File: src/hw/mfi_pkg.sv
package mfi_pkg;

  // ---
  // function codes
  // ---
  localparam int CODE_W = 6;
  localparam int FN_COUNT = 37;
  typedef logic [CODE_W-1:0] mfi_code_type;

  localparam mfi_code_type FN_RESET_NO = 6'h05;
  localparam mfi_code_type FN_RAMP_SEL1 = 6'h07;
  localparam mfi_code_type FN_RAMP_SEL2 = 6'h08;
  localparam mfi_code_type FN_BLOCK_NO = 6'h09;
  localparam mfi_code_type FN_BLOCK_NC = 6'h0a;
  localparam mfi_code_type FN_FREQ_UP = 6'h0b;
  localparam mfi_code_type FN_FREQ_DOWN = 6'h0c;
  localparam mfi_code_type FN_CNT_CLEAR = 6'h0d;
  localparam mfi_code_type FN_SEQ_RUN = 6'h0e;
  localparam mfi_code_type FN_SEQ_PAUSE = 6'h0f;
  localparam mfi_code_type FN_AUX_MOTOR1 = 6'h10;
  localparam mfi_code_type FN_ESTOP_NO = 6'h13;
  localparam mfi_code_type FN_ESTOP_NC = 6'h14;
  localparam mfi_code_type FN_SEL_CURRENT = 6'h15;
  localparam mfi_code_type FN_SEL_AUX = 6'h16;
  localparam mfi_code_type FN_CMD_TERMINAL = 6'h17;
  localparam mfi_code_type FN_LINEAR_RAMP = 6'h18;
  localparam mfi_code_type FN_FSTOP_NC = 6'h19;
  localparam mfi_code_type FN_FSTOP_NO = 6'h1a;
  localparam mfi_code_type FN_PARAM_LOCK = 6'h1b;
  localparam mfi_code_type FN_PID_OFF = 6'h1c;
  localparam mfi_code_type FN_JOG_REVERSE = 6'h1d;
  localparam mfi_code_type FN_RESET_NC = 6'h1e;
  localparam mfi_code_type FN_SECOND_FREQ = 6'h1f;
  localparam mfi_code_type FN_SECOND_CMD = 6'h20;
  localparam mfi_code_type FN_SEQ_SHOT = 6'h21;
  localparam mfi_code_type FN_SHUTOFF_NO = 6'h23;
  localparam mfi_code_type FN_SHUTOFF_NC = 6'h24;
  localparam int AUX_MOTORS = 3;

  // ---
  // analog frequency sources
  // ---
  typedef enum logic [1:0] {
    SRC_VOLTAGE = 2'h0,
    SRC_CURRENT = 2'h1,
    SRC_AUXILIARY = 2'h2
  } mfi_asrc_type;

  // ---
  // timing and widths
  // ---
  localparam int CLK_FREQ_KHZ = 100000;
  localparam int STEP_REPEAT_MS = 10;
  localparam int STEP_REPEAT_CYC = STEP_REPEAT_MS * CLK_FREQ_KHZ;
  localparam int COUNT_W = 16;
  localparam logic RST_LOW = 1'b0;

  function automatic logic mfi_is_nc(input mfi_code_type code);
    return code inside {FN_BLOCK_NC, FN_ESTOP_NC, FN_FSTOP_NC,
                        FN_RESET_NC, FN_SHUTOFF_NC};
  endfunction : mfi_is_nc

endpackage : mfi_pkg

File: src/hw/mfi_fn_if.sv
`timescale 1ns/1ps
interface mfi_fn_if;
  import mfi_pkg::*;
  logic [FN_COUNT-1:0] act;
  logic [FN_COUNT-1:0] cfg;
  modport src (output act, output cfg);
  modport dst (input act, input cfg);
endinterface : mfi_fn_if

File: src/hw/mfi_decode.sv
`timescale 1ns/1ps
module mfi_decode import mfi_pkg::*; #(
  parameter int NUM_TERM = 6
) (
  input wire logic [NUM_TERM-1:0] level_in,
  input wire logic [NUM_TERM*CODE_W-1:0] code_in,
  mfi_fn_if.src fn_if
);

  logic [NUM_TERM-1:0][FN_COUNT-1:0] act_t;
  logic [NUM_TERM-1:0][FN_COUNT-1:0] cfg_t;

  if (NUM_TERM < 1 || NUM_TERM > 16) begin : g_bad
    $error("mfi_decode: NUM_TERM out of range");
  end

  // ---
  // per terminal decode
  // ---
  for (genvar t = 0; t < NUM_TERM; t++) begin : g_term
    mfi_code_type code;
    logic asserted;
    logic [FN_COUNT-1:0] onehot;
    assign code = code_in[t*CODE_W +: CODE_W];
    assign asserted = mfi_is_nc(code) ? ~level_in[t] // see [RULE_24]
                                      : level_in[t];
    assign onehot = (code < FN_COUNT) ? (FN_COUNT'(1) << code) : '0;
    assign cfg_t[t] = onehot;
    assign act_t[t] = asserted ? onehot : '0;
  end

  always_comb begin
    fn_if.act = '0;
    fn_if.cfg = '0;
    for (int i = 0; i < NUM_TERM; i++) begin
      fn_if.act = fn_if.act | act_t[i];
      fn_if.cfg = fn_if.cfg | cfg_t[i];
    end
  end

endmodule : mfi_decode

File: src/hw/mfi_top.sv
`timescale 1ns/1ps
// Functional notes
// [RULE_01] block output asserted: inhibit output, coast; release: speed search
// [RULE_02] up/down inputs step frequency once, then repeatedly while held
// [RULE_03] up and down together: hold frequency, stop all stepping
// [RULE_04] counter clear held: counter stays zero, counting resumes on release
// [RULE_05] sequencer run input starts the internal step-speed program
// [RULE_06] sequencer pause input suspends a running program
// [RULE_07] codes 16 to 18 disable auxiliary motors one to three
// [RULE_08] emergency stop: stop, latch fault code until reset after cause gone
// [RULE_09] code 21 on picks current input, off voltage input, overriding setup
// [RULE_10] code 22 on picks auxiliary input, off voltage input, overriding
// [RULE_11] both analog selects on: voltage first, then current, then auxiliary
// [RULE_12] code 23 on: commands from terminals, off: from keypad, overriding
// [RULE_13] code 24 on forces linear ramps, off allows automatic ramps
// [RULE_14] forced stop acts as stop without error; fresh run needed after
// [RULE_15] parameter lock active rejects every parameter write
// [RULE_16] pid inhibit on disables pid control
// [RULE_17] code 29 selects reverse jog, only while jog terminal active
// [RULE_18] code 30 is the fault reset for a normally closed contact
// [RULE_19] codes 31 and 32 select second frequency and command sources
// [RULE_20] code 33 pulse starts sequencer; stop command cancels it
// [RULE_21] output shutoff: coast; on release restart from zero frequency
// [RULE_22] codes 07 and 08 form two-bit ramp time set selector
// [RULE_23] code 05 is external fault reset, like keypad reset key
// [RULE_24] normally closed codes act on open contact, open codes on closed
module mfi_top import mfi_pkg::*; #(
  parameter int NUM_TERM = 6,
  parameter int CNT_W = COUNT_W,
  parameter int STEP_CYC = STEP_REPEAT_CYC
) (
  input wire logic clk_sys_in,
  input wire logic rstn_in,
  input wire logic [NUM_TERM-1:0] term_level_in,
  input wire logic [NUM_TERM*CODE_W-1:0] term_code_in,
  input wire logic run_cmd_in,
  input wire logic stop_cmd_in,
  input wire logic keypad_reset_in,
  input wire logic fault_gone_in,
  input wire logic ext_jog_in,
  input wire logic count_event_in,
  input wire logic param_wr_req_in,
  output logic output_block_out,
  output logic speed_search_out,
  output logic output_shutoff_out,
  output logic restart_zero_out,
  output logic freq_up_step_out,
  output logic freq_down_step_out,
  output logic [CNT_W-1:0] count_value_out,
  output logic seq_run_out,
  output logic seq_pause_out,
  output logic [AUX_MOTORS-1:0] aux_motor_disable_out,
  output logic emerg_stop_out,
  output logic external_fault_code_out,
  output logic fault_reset_out,
  output logic freq_src_override_out,
  output mfi_asrc_type freq_src_sel_out,
  output logic freq_src_second_out,
  output logic cmd_src_override_out,
  output logic cmd_src_terminal_out,
  output logic cmd_src_second_out,
  output logic linear_ramp_out,
  output logic forced_stop_out,
  output logic run_enable_out,
  output logic param_lock_out,
  output logic param_wr_out,
  output logic param_wr_reject_out,
  output logic pid_disable_out,
  output logic jog_reverse_out,
  output logic [1:0] ramp_set_out
);

  if (CNT_W < 1 || CNT_W > 32) begin : g_bad_cnt
    $error("mfi_top: CNT_W out of range");
  end

  // ---
  // terminal decode and input stage
  // ---
  mfi_fn_if fn_bus ();

  mfi_decode #(
    .NUM_TERM(NUM_TERM)
  ) u_decode (
    .level_in(term_level_in),
    .code_in(term_code_in),
    .fn_if(fn_bus.src)
  );

  logic [FN_COUNT-1:0] act_r, act_nxt;
  logic [FN_COUNT-1:0] cfg_r, cfg_nxt;
  logic [FN_COUNT-1:0] prev_r, prev_nxt;
  logic run_prev_r, run_prev_nxt;

  always_comb begin
    act_nxt = fn_bus.act;
    cfg_nxt = fn_bus.cfg;
    prev_nxt = act_r;
    run_prev_nxt = run_cmd_in;
  end

  always_ff @(posedge clk_sys_in or negedge rstn_in) begin
    if (!rstn_in) begin
      act_r <= '0;
      cfg_r <= '0;
      prev_r <= '0;
      run_prev_r <= RST_LOW;
    end else begin
      act_r <= act_nxt;
      cfg_r <= cfg_nxt;
      prev_r <= prev_nxt;
      run_prev_r <= run_prev_nxt;
    end
  end

  // ---
  // derived function levels and edges
  // ---
  logic [FN_COUNT-1:0] rise;
  logic [FN_COUNT-1:0] fall;
  logic block_on, block_was;
  logic shut_on, shut_was;
  logic estop_on, fstop_on;
  logic reset_req;
  logic run_rise;

  assign rise = act_r & ~prev_r;
  assign fall = ~act_r & prev_r;
  assign block_on = act_r[FN_BLOCK_NO] | act_r[FN_BLOCK_NC];
  assign block_was = prev_r[FN_BLOCK_NO] | prev_r[FN_BLOCK_NC];
  assign shut_on = act_r[FN_SHUTOFF_NO] | act_r[FN_SHUTOFF_NC];
  assign shut_was = prev_r[FN_SHUTOFF_NO] | prev_r[FN_SHUTOFF_NC];
  assign estop_on = act_r[FN_ESTOP_NO] | act_r[FN_ESTOP_NC];
  assign fstop_on = act_r[FN_FSTOP_NO] | act_r[FN_FSTOP_NC];
  assign run_rise = run_cmd_in & ~run_prev_r;
  assign reset_req = rise[FN_RESET_NO] // see [RULE_23]
                     | rise[FN_RESET_NC] // see [RULE_18]
                     | keypad_reset_in;

  // ---
  // frequency up and down stepping
  // ---
  mfi_updown #(
    .REPEAT_CYC(STEP_CYC)
  ) u_updown (
    .clk_in(clk_sys_in),
    .rstn_in(rstn_in),
    .up_in(act_r[FN_FREQ_UP]),
    .down_in(act_r[FN_FREQ_DOWN]),
    .step_up_out(freq_up_step_out),
    .step_down_out(freq_down_step_out)
  );

  // ---
  // control state
  // ---
  logic block_r, block_nxt;
  logic search_r, search_nxt;
  logic shut_r, shut_nxt;
  logic zero_r, zero_nxt;
  logic [CNT_W-1:0] count_r, count_nxt;
  logic shot_r, shot_nxt;
  logic seq_run_r, seq_run_nxt;
  logic seq_pause_r, seq_pause_nxt;
  logic [AUX_MOTORS-1:0] aux_r, aux_nxt;
  logic fault_r, fault_nxt;
  logic reset_r, reset_nxt;
  logic fsrc_ovr_r, fsrc_ovr_nxt;
  mfi_asrc_type fsrc_r, fsrc_nxt;
  logic fsrc2_r, fsrc2_nxt;
  logic csrc_ovr_r, csrc_ovr_nxt;
  logic csrc_term_r, csrc_term_nxt;
  logic csrc2_r, csrc2_nxt;
  logic linear_r, linear_nxt;
  logic fstop_r, fstop_nxt;
  logic run_en_r, run_en_nxt;
  logic lock_r, lock_nxt;
  logic wr_r, wr_nxt;
  logic wr_rej_r, wr_rej_nxt;
  logic pid_off_r, pid_off_nxt;
  logic jog_rev_r, jog_rev_nxt;
  logic [1:0] ramp_r, ramp_nxt;

  always_comb begin
    // output blocking and shutoff
    block_nxt = block_on; // see [RULE_01]
    search_nxt = block_was & ~block_on; // see [RULE_01]
    shut_nxt = shut_on; // see [RULE_21]
    zero_nxt = shut_was & ~shut_on; // see [RULE_21]

    // event counter
    if (act_r[FN_CNT_CLEAR]) begin
      count_nxt = '0; // see [RULE_04]
    end else if (count_event_in) begin
      count_nxt = count_r + CNT_W'(1);
    end else begin
      count_nxt = count_r;
    end

    // sequencer
    if (rise[FN_SEQ_SHOT]) begin
      shot_nxt = 1'b1; // see [RULE_20]
    end else if (stop_cmd_in || fstop_on || estop_on) begin
      shot_nxt = 1'b0; // see [RULE_20]
    end else begin
      shot_nxt = shot_r;
    end
    seq_run_nxt = act_r[FN_SEQ_RUN] | shot_nxt; // see [RULE_05]
    seq_pause_nxt = act_r[FN_SEQ_PAUSE] & seq_run_nxt; // see [RULE_06]

    // auxiliary motors
    for (int m = 0; m < AUX_MOTORS; m++) begin
      aux_nxt[m] = act_r[int'(FN_AUX_MOTOR1) + m]; // see [RULE_07]
    end

    // emergency stop latch, the set wins over a reset
    reset_nxt = reset_req; // see [RULE_23]
    if (estop_on) begin
      fault_nxt = 1'b1; // see [RULE_08]
    end else if (reset_req && fault_gone_in) begin
      fault_nxt = 1'b0; // see [RULE_08]
    end else begin
      fault_nxt = fault_r;
    end

    // analog frequency source
    fsrc_ovr_nxt = cfg_r[FN_SEL_CURRENT] | cfg_r[FN_SEL_AUX]; // see [RULE_09]
    if (act_r[FN_SEL_CURRENT] && act_r[FN_SEL_AUX]) begin
      fsrc_nxt = SRC_VOLTAGE; // see [RULE_11]
    end else if (act_r[FN_SEL_CURRENT]) begin
      fsrc_nxt = SRC_CURRENT; // see [RULE_09]
    end else if (act_r[FN_SEL_AUX]) begin
      fsrc_nxt = SRC_AUXILIARY; // see [RULE_10]
    end else begin
      fsrc_nxt = SRC_VOLTAGE;
    end
    fsrc2_nxt = act_r[FN_SECOND_FREQ]; // see [RULE_19]

    // operation command source
    csrc_ovr_nxt = cfg_r[FN_CMD_TERMINAL]; // see [RULE_12]
    csrc_term_nxt = act_r[FN_CMD_TERMINAL]; // see [RULE_12]
    csrc2_nxt = act_r[FN_SECOND_CMD]; // see [RULE_19]

    // ramp control
    linear_nxt = act_r[FN_LINEAR_RAMP]; // see [RULE_13]
    ramp_nxt = {act_r[FN_RAMP_SEL2], act_r[FN_RAMP_SEL1]}; // see [RULE_22]

    // forced stop and run permission
    fstop_nxt = fstop_on; // see [RULE_14]
    if (fstop_on || stop_cmd_in || estop_on || fault_r) begin
      run_en_nxt = 1'b0; // see [RULE_14]
    end else if (run_rise) begin
      run_en_nxt = 1'b1; // see [RULE_14]
    end else begin
      run_en_nxt = run_en_r;
    end

    // parameter lock
    lock_nxt = act_r[FN_PARAM_LOCK]; // see [RULE_15]
    wr_nxt = param_wr_req_in & ~act_r[FN_PARAM_LOCK]; // see [RULE_15]
    wr_rej_nxt = param_wr_req_in & act_r[FN_PARAM_LOCK]; // see [RULE_15]

    // pid and jog
    pid_off_nxt = act_r[FN_PID_OFF]; // see [RULE_16]
    jog_rev_nxt = act_r[FN_JOG_REVERSE] & ext_jog_in; // see [RULE_17]
  end

  always_ff @(posedge clk_sys_in or negedge rstn_in) begin
    if (!rstn_in) begin
      block_r <= 1'b0;
      search_r <= 1'b0;
      shut_r <= 1'b0;
      zero_r <= 1'b0;
      count_r <= '0;
      shot_r <= 1'b0;
      seq_run_r <= 1'b0;
      seq_pause_r <= 1'b0;
      aux_r <= '0;
      fault_r <= 1'b0;
      reset_r <= 1'b0;
      fsrc_ovr_r <= 1'b0;
      fsrc_r <= SRC_VOLTAGE;
      fsrc2_r <= 1'b0;
      csrc_ovr_r <= 1'b0;
      csrc_term_r <= 1'b0;
      csrc2_r <= 1'b0;
      linear_r <= 1'b0;
      fstop_r <= 1'b0;
      run_en_r <= 1'b0;
      lock_r <= 1'b0;
      wr_r <= 1'b0;
      wr_rej_r <= 1'b0;
      pid_off_r <= 1'b0;
      jog_rev_r <= 1'b0;
      ramp_r <= 2'h0;
    end else begin
      block_r <= block_nxt;
      search_r <= search_nxt;
      shut_r <= shut_nxt;
      zero_r <= zero_nxt;
      count_r <= count_nxt;
      shot_r <= shot_nxt;
      seq_run_r <= seq_run_nxt;
      seq_pause_r <= seq_pause_nxt;
      aux_r <= aux_nxt;
      fault_r <= fault_nxt;
      reset_r <= reset_nxt;
      fsrc_ovr_r <= fsrc_ovr_nxt;
      fsrc_r <= fsrc_nxt;
      fsrc2_r <= fsrc2_nxt;
      csrc_ovr_r <= csrc_ovr_nxt;
      csrc_term_r <= csrc_term_nxt;
      csrc2_r <= csrc2_nxt;
      linear_r <= linear_nxt;
      fstop_r <= fstop_nxt;
      run_en_r <= run_en_nxt;
      lock_r <= lock_nxt;
      wr_r <= wr_nxt;
      wr_rej_r <= wr_rej_nxt;
      pid_off_r <= pid_off_nxt;
      jog_rev_r <= jog_rev_nxt;
      ramp_r <= ramp_nxt;
    end
  end

  // ---
  // outputs
  // ---
  assign output_block_out = block_r;
  assign speed_search_out = search_r;
  assign output_shutoff_out = shut_r;
  assign restart_zero_out = zero_r;
  assign count_value_out = count_r;
  assign seq_run_out = seq_run_r;
  assign seq_pause_out = seq_pause_r;
  assign aux_motor_disable_out = aux_r;
  assign emerg_stop_out = fault_r;
  assign external_fault_code_out = fault_r;
  assign fault_reset_out = reset_r;
  assign freq_src_override_out = fsrc_ovr_r;
  assign freq_src_sel_out = fsrc_r;
  assign freq_src_second_out = fsrc2_r;
  assign cmd_src_override_out = csrc_ovr_r;
  assign cmd_src_terminal_out = csrc_term_r;
  assign cmd_src_second_out = csrc2_r;
  assign linear_ramp_out = linear_r;
  assign forced_stop_out = fstop_r;
  assign run_enable_out = run_en_r;
  assign param_lock_out = lock_r;
  assign param_wr_out = wr_r;
  assign param_wr_reject_out = wr_rej_r;
  assign pid_disable_out = pid_off_r;
  assign jog_reverse_out = jog_rev_r;
  assign ramp_set_out = ramp_r;

endmodule : mfi_top

File: src/hw/mfi_updown.sv
`timescale 1ns/1ps
module mfi_updown import mfi_pkg::*; #(
  parameter int REPEAT_CYC = STEP_REPEAT_CYC
) (
  input wire logic clk_in,
  input wire logic rstn_in,
  input wire logic up_in,
  input wire logic down_in,
  output logic step_up_out,
  output logic step_down_out
);

  localparam int CW = $clog2(REPEAT_CYC + 1);

  if (REPEAT_CYC < 2) begin : g_bad
    $error("mfi_updown: REPEAT_CYC below 2");
  end

  typedef enum logic [2:0] {
    ST_IDLE = 3'b001,
    ST_UP = 3'b010,
    ST_DOWN = 3'b100
  } mfi_step_type;

  mfi_step_type state_r, state_nxt;
  logic [CW-1:0] cnt_r, cnt_nxt;
  logic up_nxt, down_nxt;

  // ---
  // stepping control
  // ---
  always_comb begin
    state_nxt = state_r;
    cnt_nxt = cnt_r;
    up_nxt = 1'b0;
    down_nxt = 1'b0;
    unique case (state_r)
      ST_IDLE: begin
        cnt_nxt = '0;
        if (up_in && !down_in) begin
          up_nxt = 1'b1; // see [RULE_02]
          state_nxt = ST_UP;
        end else if (down_in && !up_in) begin
          down_nxt = 1'b1; // see [RULE_02]
          state_nxt = ST_DOWN;
        end
      end
      ST_UP, ST_DOWN: begin
        if ((state_r == ST_UP) ? (!up_in || down_in)
                               : (!down_in || up_in)) begin
          state_nxt = ST_IDLE; // see [RULE_03]
          cnt_nxt = '0;
        end else if (cnt_r == CW'(REPEAT_CYC - 1)) begin
          cnt_nxt = '0;
          up_nxt = (state_r == ST_UP); // see [RULE_02]
          down_nxt = (state_r == ST_DOWN);
        end else begin
          cnt_nxt = cnt_r + CW'(1);
        end
      end
    endcase
  end

  always_ff @(posedge clk_in or negedge rstn_in) begin
    if (!rstn_in) begin
      state_r <= ST_IDLE;
      cnt_r <= '0;
      step_up_out <= 1'b0;
      step_down_out <= 1'b0;
    end else begin
      state_r <= state_nxt;
      cnt_r <= cnt_nxt;
      step_up_out <= up_nxt;
      step_down_out <= down_nxt;
    end
  end

endmodule : mfi_updown

File: config.mk
export PLATFORM = sky130hd
export DESIGN_NAME = mfi_top
export DESIGN_NICKNAME = d
export VERILOG_FILES = /design/src/hw/mfi_pkg.sv /design/src/hw/mfi_fn_if.sv /design/src/hw/mfi_decode.sv /design/src/hw/mfi_top.sv /design/src/hw/mfi_updown.sv
export SDC_FILE = /design/constraint.sdc
export NUM_CORES = 1
export LEC_CHECK = 0
export ABC_AREA = 1
export BUFFER_PORTS_ARGS = -buffer_cell sky130_fd_sc_hd__buf_2
export CORE_MARGIN = 2
export CORE_UTILIZATION = 54
export CTS_CLUSTER_SIZE = 8
export DETAILED_ROUTE_END_ITERATION = 8
export GPL_TIMING_DRIVEN = 0
export HOLD_SLACK_MARGIN = 0.06
export PLACE_DENSITY = 0.78
export SYNTH_ARGS = -nofsm -noshare
export SYNTH_HDL_FRONTEND = slang
export SYNTH_SLANG_ARGS = --single-unit
File: constraint.sdc
create_clock -name clk_sys_in -period 2.05 [get_ports clk_sys_in]
set_input_delay 0.1025 -clock clk_sys_in [delete_from_list [all_inputs] [get_ports clk_sys_in]]
set_output_delay 0.1025 -clock clk_sys_in [all_outputs]
set_load 0.1 [all_outputs]
# After elaboration in Yosys (flattened, before gate mapping)
# Cells that the tools add are included.
# word_totals
register_bits	169
latch_bits	0
ram_bits	0
rom_bits	0
input_bits	51
output_inout_bits	47
word_cells	191
memories	0
# op_classes
n_addsub	2
mul	0
n_div	0
n_lt_le_gt_ge	6
n_eq_ne	36
shift	6
mux	46
bitwise	39
reduce_logical	22
# op_table
cell	n
2-to-1 mux 37 bit	12
left shift 1 x 6 -> 37 bit, first input constant	6
bitwise OR 37 bit	5
bitwise OR 24 bit	5
== test 6 x 5 -> 1 bit, second input constant	18
2-to-1 mux 20 bit	2
case mux 20 bit (2 select lines)	1
== test 6 x 4 -> 1 bit, second input constant	6
== test 6 bit, second input constant	6
less-than comparator 6 bit, second input constant	6
bitwise AND 34 bit	1
inverter 34 bit	1
2-to-1 mux 16 bit	2
nonzero test 5 bit	6
adder 20 x 1 -> 20 bit, second input constant	1
== test 20 bit, second input constant	1
2-to-1 mux 1 bit	20
adder 16 x 1 -> 16 bit, second input constant	1
inverter 1 bit	10
bitwise OR 1 bit	10
2-to-1 mux 3 bit	3
bitwise AND 1 bit	7
2-to-1 mux 2 bit	3
case mux 3 bit (2 select lines)	1
12 further kinds	23

# Longest topological paths before layout
# Gate-level depths: netlist (run 1).
# logic_depth
ltp_word	9
depth_mapped	14
depth_no_buf	12

# Hierarchy
# From an unflattened synthesis (run 1), not the netlist that was laid out.
# hier_totals
cells_unflattened	1515
area_unflattened_um2	9296.4
# by_module_without_submodules
module	instances	cells_per_inst	area_per_inst_um2	seq_area_each_um2
mfi_decode	1	1097	5012.3	0.0
mfi_top	1	232	2850.2	2152.1
mfi_updown	1	186	1433.9	626.9

# Worst setup path after synthesis (run 1)
# Ideal clock, no wire load.
# synth_timing
kind	reg-to-reg
start	reg count_r[0], in the netlist count_value_out[0]
end	reg count_r[10], in the netlist count_value_out[10]
setup_time_ps	77
arrival_ps	2153
required_ps	1973
setup_slack_ps	-181
path_stages_with_launch	10
n_path_buf	0
synth_period_minus_slack_ps	2231
cell_sequence	dfrtp_1 ha_1 inv_1 nor3_2 nand3_1 nor2_1 nand2_1 o21bai_1 nand2_1 a21oi_1
# synth_between
elab_chain_len	3
# synth_lines
element	line_no	rtl
start: declaration	mfi_top.sv:161	logic [CNT_W-1:0] count_r, count_nxt;
start signal: assignment	mfi_top.sv:301	count_r <= count_nxt;
adder 16 x 1 -> 16 bit	mfi_top.sv:195	count_nxt = count_r + CNT_W'(1);
2-to-1 mux 16 bit	mfi_top.sv:194	end else if (count_event_in) begin
2-to-1 mux 16 bit	mfi_top.sv:192	if (act_r[FN_CNT_CLEAR]) begin
# No other way between the ends. The select of a mux whose other input is x is not followed.
# A chain may end at the register's enable or synchronous reset.

# Worst setup path in the final report (run 1)
# layout_timing
start	reg u_updown.cnt_r[0]
end	reg u_updown.cnt_r[18]
# layout_between
elab_chain_len	4
word_cells_on_any_way	5
classes_between	add/sub (1); eq/ne (1); mux (3)
# layout_lines
element	line_no	rtl
start: declaration	mfi_updown.sv:26	logic [CW-1:0] cnt_r, cnt_nxt;
start signal: assignment	mfi_updown.sv:72	cnt_r <= cnt_nxt;
adder 20 x 1 -> 20 bit or == test 20 bit (tied branches)	mfi_updown.sv:58, mfi_updown.sv:53	
2-to-1 mux 20 bit *	mfi_updown.sv:53	end else if (cnt_r == CW'(REPEAT_CYC - 1)) begin
2-to-1 mux 20 bit *	mfi_updown.sv:49	if ((state_r == ST_UP) ? (!up_in || down_in)
case mux 20 bit (2 select lines) *	mfi_updown.sv:37	unique case (state_r)
named net u_updown.cnt_nxt[18]	mfi_updown.sv:26	
# The timed path passes the listed nets; every way through them passes the cells marked *.

==> metrics, run 1 <==
outcome=finished clean; later-pin clock latency in the skew report=0.35 ns; clock sink total=~110; predominant post-synthesis flop cell=dfrtp_1; final core occ=roughly 63%; clk root buf=clkbuf_16; gr usage total=30.2%; leakage=roughly 4.6 nW; Die Height=122 µm; relative slew slack=roughly 63%; Min-Delay Path Class=primary input to register; ANT cells=0; H-tree depth=3; Die ar.=about 15000 µm²; Initial Utilization=a little over half; register area share after synthesis=36.7%; RSZ-0062 raised after global routing=no; synthesized area per cell=6.51 µm²; syn nets=around 1200; Synth Warn #=0; Post-Syn Instances=about 1200; Async SR Flop Fraction=100%; final hold violations=0; CP Capture Type=register; WL/cell=15.3 µm; CTS clk-pin slew, worst paths=around 0.070 ns; Total Routed Length=~22000 µm; placement-stage cell area=8280 µm²; initial antenna violation count=1; Post-synth EDFFs=0; Fin Setup TNS=0 ns; clock skew=~0.0090 ns; P&R area growth vs syn=14.8%; routability cong.=1.03; Final nets=1327; critical path arrival=2.08 ns; Port Buffers=90; # rows=43; worst path required time=around 2.3 ns; Post-Syn Area=around 7600 µm²; Setup-failing EPs final=0; post-route minimum period=roughly 1.8 ns; post-route cell area=8700 µm²; via count of the routed design=between 7000 and 8000; HPWL Detailed=about 18000 µm; DR iter-0 viols=~770; post-synth cell types=between 40 and 50; Tcrit/Tclk final=between 80 and 90%; core outline area=13800 µm²; Max Slew Vio Count=0; crit path kind=register to register; Die W=between 100 and 150 µm; antenna-violating nets left=0; DRC Markers=0; drt via density=approximately 5.3; Max FO, Critical Path=3; Worst Max-Slew Pin Slew=0.557 ns; vias in the first global route=roughly 7000; setup bufs post-CTS=0; grt total ovfl=0; CTS tree=built; drt pass-1 iters=5; deepest clock path buffer count=2; CTS Buf Count=9; fmax=between 0.5 and 0.6 GHz; PD cells=roughly 700 nW/µm²; Peak VDD IR=0.000664 V; Synth Register Bits=between 100 and 150; share of layout cells above drive strength 1=between 10% and 20%; # IOs=98; first-pass GRT wire length=around 35000 µm; Max Cap Viol=0; Critical Path Start Type=register; largest net degree at the start of global routing=70
==> final cells by class <==
cell class                      count  area, µm²
Sequential cell                   111       2780
Fill cell                        1341       5070
Clock inverter                      5       86.3
Inverter                          167        634
Clock buffer                       11        243
Timing Repair Buffer               99        561
Tap cell                          180        225
Multi-Input combinational cell    852       3910
Buffer                             34        260
==> layer usage <==
| layer | vias to the layer above | share of wire (%) | global-route usage (%) |
|---|---|---|---|
| met2 | 312 | 46 | 48.5 |
| li1 | 3876 | - | - |
| met3 | 36 | 7.0 | 3.39 |
| met1 | 3563 | 45 | 42.6 |
| met5 | - | 0 | 0 |
| met4 | 0 | 2.6 | 9.70 |
==> power breakdown <==
group / leakage, nW / switching [mW] / internal (mW)
sequential: 1.51 / 0.103 / 2.34
combinational: 2.94 / 1.33 / 0.349
clock: 0.161 / 0.794 / 1.12
==> per-stage QoR <==
| step | cells | total power [mW] | hold slack [ns] | worst slack [ns] |
|---|---|---|---|---|
| final | 1459 | 6.04 | 0.195 | 0.248 |
| after global routing | 1459 | 6.30 | 0.209 | 0.0541 |
| after CTS | 1459 | 6.07 | 0.171 | 0.0843 |
| after detailed placement | 1435 | 4.14 | 0.125 | 0.100 |
| after global placement | 1434 | 4.10 | 0.228 | -0.450 |
| after floorplan | 1164 | 3.74 | -0.193 | 0.0101 |
==> what timing repair did <==
item	4_1_cts	5_1_grt
setup endpoints to repair	0	16
endpoints found under the hold margin	51	0
hold buffers	8	0
resized for setup	0	3
==> cell usage after synthesis (all sizes together) (2+ instances only) <==
library cell,count,area share (%)
nand3b,8,0.79
o21ai,18,1.3
a31oi,2,0.17
ha,2,0.33
a21oi,28,1.8
inv,167,8.4
nand2,310,16
o22ai,4,0.33
nand3,91,6.4
o21bai,4,0.64
nor3,56,4.1
nor4,14,1.2
o21a,2,0.20
buf,34,3.4
a211oi,2,0.20
xnor2,6,0.69
or2,5,0.41
nor2,263,14
dfrtp,110,36
xor2,2,0.23
nand4,32,2.8
==> cells in the final DEF, fill, tap and decap left out, drive strengths merged <==
cell type    count
o22ai            4
xor2             2
nor2           263
o2111ai          1
dfrtp          110
clkbuf          12
a31o             1
buf            124
nand2          310
o21bai           4
clkinv           1
a21oi           28
a31oi            2
inv            169
a21boi           1
nand3b           8
nor4            14
o21a             2
nand3           91
o21ai           18
xnor2            6
dlygate4sd3      8
or2              5
nor3            56
dfstp            1
bufinv           2
nand4           32
a211oi           2
ha               2
==> registers in the layout (all words and copies together), names as in the netlist, 2 cells and up <==
| name | cells |
|---|---|
| count_value_out | 16 |
| u_updown.cnt_r | 20 |
| cfg_r | 3 |
| freq_src_sel_out | 2 |
| prev_r | 15 |
| act_r | 30 |
| u_updown.state_r | 3 |
| aux_motor_disable_out | 2 |
==> final timing paths <==
check | start | to | slack [ns] | cells after the start
worst max register to register | u_updown.cnt_r[0] | u_updown.cnt_r[18] | 0.25 | 9
max in group asynchronous | rstn_in | u_updown.state_r[0] | 1.01 | 3
min in group asynchronous | rstn_in | count_value_out[2] | 0.28 | 2
worst min-delay path | term_level_in[0] | act_r[20] | 0.20 | 4
worst max-delay path | u_updown.cnt_r[0] | u_updown.cnt_r[18] | 0.25 | 9
worst min register to register | cfg_r[23] | cmd_src_override_out | 0.35 | 0
==> cells by family after synthesis <==
group / synth area share, %
adders and majority gates: 0.330
buffers and inverters: 11.8
AOI/OAI and AO/OA: 5.05
DFF: 36.7
xor gates and xnor gates: 0.925
and+or+nand+nor: 45.2
==> worst max-delay path, stage by stage, from the launching register on <==
cell     delay (ns)
dfrtp_1        0.38
ha_1           0.19
nand3_1        0.12
nor2_2         0.16
nand2_1        0.11
nor2_1         0.23
nand2_1        0.13
nor2_1         0.19
nand3_1        0.09
a21oi_1        0.14
Power figures use the tool's default switching activity.
==> run 2: changes to the inputs <==
--- a/config.mk
+++ b/config.mk
@@ -7,6 +7,7 @@
 export LEC_CHECK = 0
 export ABC_AREA = 1
 export BUFFER_PORTS_ARGS = -buffer_cell sky130_fd_sc_hd__buf_2
+export CORE_ASPECT_RATIO = 0.75
 export CORE_MARGIN = 2
 export CORE_UTILIZATION = 54
 export CTS_CLUSTER_SIZE = 8
==> run 2 against run 1 <==
Combinational power barely moved. Clock-buffer cell count fell by 2. Maximum frequency fell by 5.0%. Sequential share of layout area rose by 0.060 points. Critical path type unchanged. Sequential cell count did not move. Register-to-register slack got worse by 0.096 ns. Via count rose by 1.5%.
==> metrics, run 2 (synthesis results as in run 1) <==
hold slack final=0.184 ns (-0.0112 ns); drt pass-1 iters=7 (+2); crit path kind=register to register; HPWL Detailed=18400 µm (+4.3%); Biggest register=act_r; RSZ-0062 raised after global routing=no; Max FO, Critical Path=4 (+1); DRC Markers=0 (unchanged); ANT cells=0 (unchanged); final core occ=63.4% (+0.20 points); core outline area=13700 µm² (-0.51%); Max Slew Vio Count=0 (unchanged); CTS clk-pin slew, worst paths=0.08 ns (about the same); fmax=0.527 GHz (-5.0%); grt total ovfl=0 (unchanged); Die ar.=15000 µm² (about the same); FILL cells=1344 (+0.22%); later-pin clock latency in the skew report=0.35 ns (about the same); Die W=141 µm (+15%); Die Height=107 µm (-13%); via count of the routed design=7902 (+1.5%); commonest non-fill, non-tap cell in the layout=nand2_1; gr usage total=30.5% (+0.38 points); first-pass GRT wire length=35500 µm (+2.1%); Min-Delay Path Class=primary input to register; Peak VDD IR=0.000574 V (-14%); outcome=finished clean; Final nets=1332 (+0.38%); DR iter-0 viols=921 (+19%); R2R Setup Slk=0.15 ns (-0.10 ns); relative slew slack=58.8% (-3.8 points); initial antenna violation count=0 (-1); antenna-violating nets left=0 (unchanged); CTS Buf Count=9 (unchanged); Initial Utilization=55.3% (+0.28 points); final hold violations=0 (unchanged); max reg flops=30 (unchanged); Worst Reg-to-Reg Cells=10 (+1); clock skew=0.0107 ns (+0.00171 ns); Max Cap Viol=0 (unchanged); WL/cell=15.6 µm (+2.3%); register area=2780 µm² (unchanged); CTS tree=built; clk root buf=clkbuf_16; clock sink total=111 (unchanged); # IOs=98 (unchanged); worst path required time=2.30 ns (-0.03 ns); # rows=37 (-14%); total power=5.79 mW (-4.1%); H-tree depth=3 (unchanged); CP Capture Type=register; leakage=4.60 nW (-0.16%); P&R area growth vs syn=14.6%; Total Routed Length=22800 µm (+2.3%); Critical Path Start Type=register; critical path arrival=2.15 ns (+0.07 ns); share of layout cells above drive strength 1=16.9% (+0.34 points); Port Buffers=90 (unchanged); Setup-failing EPs final=0 (unchanged); drt via density=5.42 (+1.5%); deepest clock path buffer count=2 (unchanged); Worst Max-Slew Pin Slew=0.619 ns (+0.0615 ns); post-route minimum period=1.90 ns (+0.0957 ns); PD cells=667 nW/µm² (-3.9%); Tcrit/Tclk final=92.6% (+4.7 points); vias in the first global route=6907 (-0.63%); most frequent cells in the layout=299 x nand2_1, 249 x nor2_1, 145 x inv_1, 108 x dfrtp_1, 96 x buf_2; routability cong.=1.04 (+1.3%); multi-input logic area=3910 µm² (unchanged); Hold Crit Depth=4 (unchanged); largest net degree at the start of global routing=64 (-8.6%)
-- run 2: cell count changes in the layout (fill, tap and decap cells not counted), sizes merged --
cell,delta
buf,+6
bufinv,-2
clkbuf,-3
clkinv,+1
clkinvlp,+2
-- run 2: cell type report --
cell class | instances | area share, %
multi-input combinational | 852 | 45.0
sequential | 111 | 32.0
inverter | 167 | 7.31
timing repair buffer | 104 | 6.89
buffer | 34 | 3.00
clock buffer | 9 | 2.59
tap | 175 | 2.52
clock inverter | 6 | 0.648
-- run 2: final timing paths --
| kind | from | endpoint |
|---|---|---|
| max | u_updown.cnt_r[0] | u_updown.cnt_r[9] |
| min | term_level_in[0] | act_r[20] |
| max reg2reg | u_updown.cnt_r[0] | u_updown.cnt_r[9] |
| min reg2reg | act_r[23] | prev_r[23] |
| max in group asynchronous | rstn_in | u_updown.state_r[0] |
| min in group asynchronous | rstn_in | output_block_out |
-- run 2: per-stage QoR --
step	area [µm²]	setup TNS, ns	setup WS (ns)	cells
global route	8680	0	0.00652	1458
global placement	8250	-29.35	-0.448	1429
finish	8680	0	0.152	1458
CTS	8670	0	0.0355	1456
detailed placement	8280	-1.01	-0.106	1430
floorplan	7580	0	0.0101	1164
-- run 2: where the power goes --
| group | switching (mW) | internal [mW] | leakage [nW] |
|---|---|---|---|
| logic | 1.33 | 0.353 | 2.96 |
| clock network | 0.825 | 0.840 | 0.133 |
| registers | 0.0973 | 2.34 | 1.51 |
-- run 2: critical path, cell delays in order (launching register included) --
cell and delay, ns:
dfrtp_1 0.40, ha_1 0.23, nand3_1 0.13, nor2_2 0.06
nand2_1 0.14, inv_1 0.06, nand4_1 0.20, nand2_2 0.14
buf_4 0.17, buf_4 0.12, a211oi_1 0.16
-- run 2: repair_timing --
action	in CTS	in global routing
hold endpoints to repair	57	0
hold buffers	8	0
setup endpoints to repair	16	18
gates resized for setup	2	1
pin swaps	1	1
setup buffers	3	2
-- run 2: per-layer routing --
metal / wire (µm) / vias to the layer above / track usage [%]
li1: - / 3885 / -
met5: 0 / - / 0
met1: 10700 / 3571 / 48.6
met3: 2560 / 36 / 5.98
met4: 491 / 0 / 6.93
met2: 9000 / 410 / 42.6
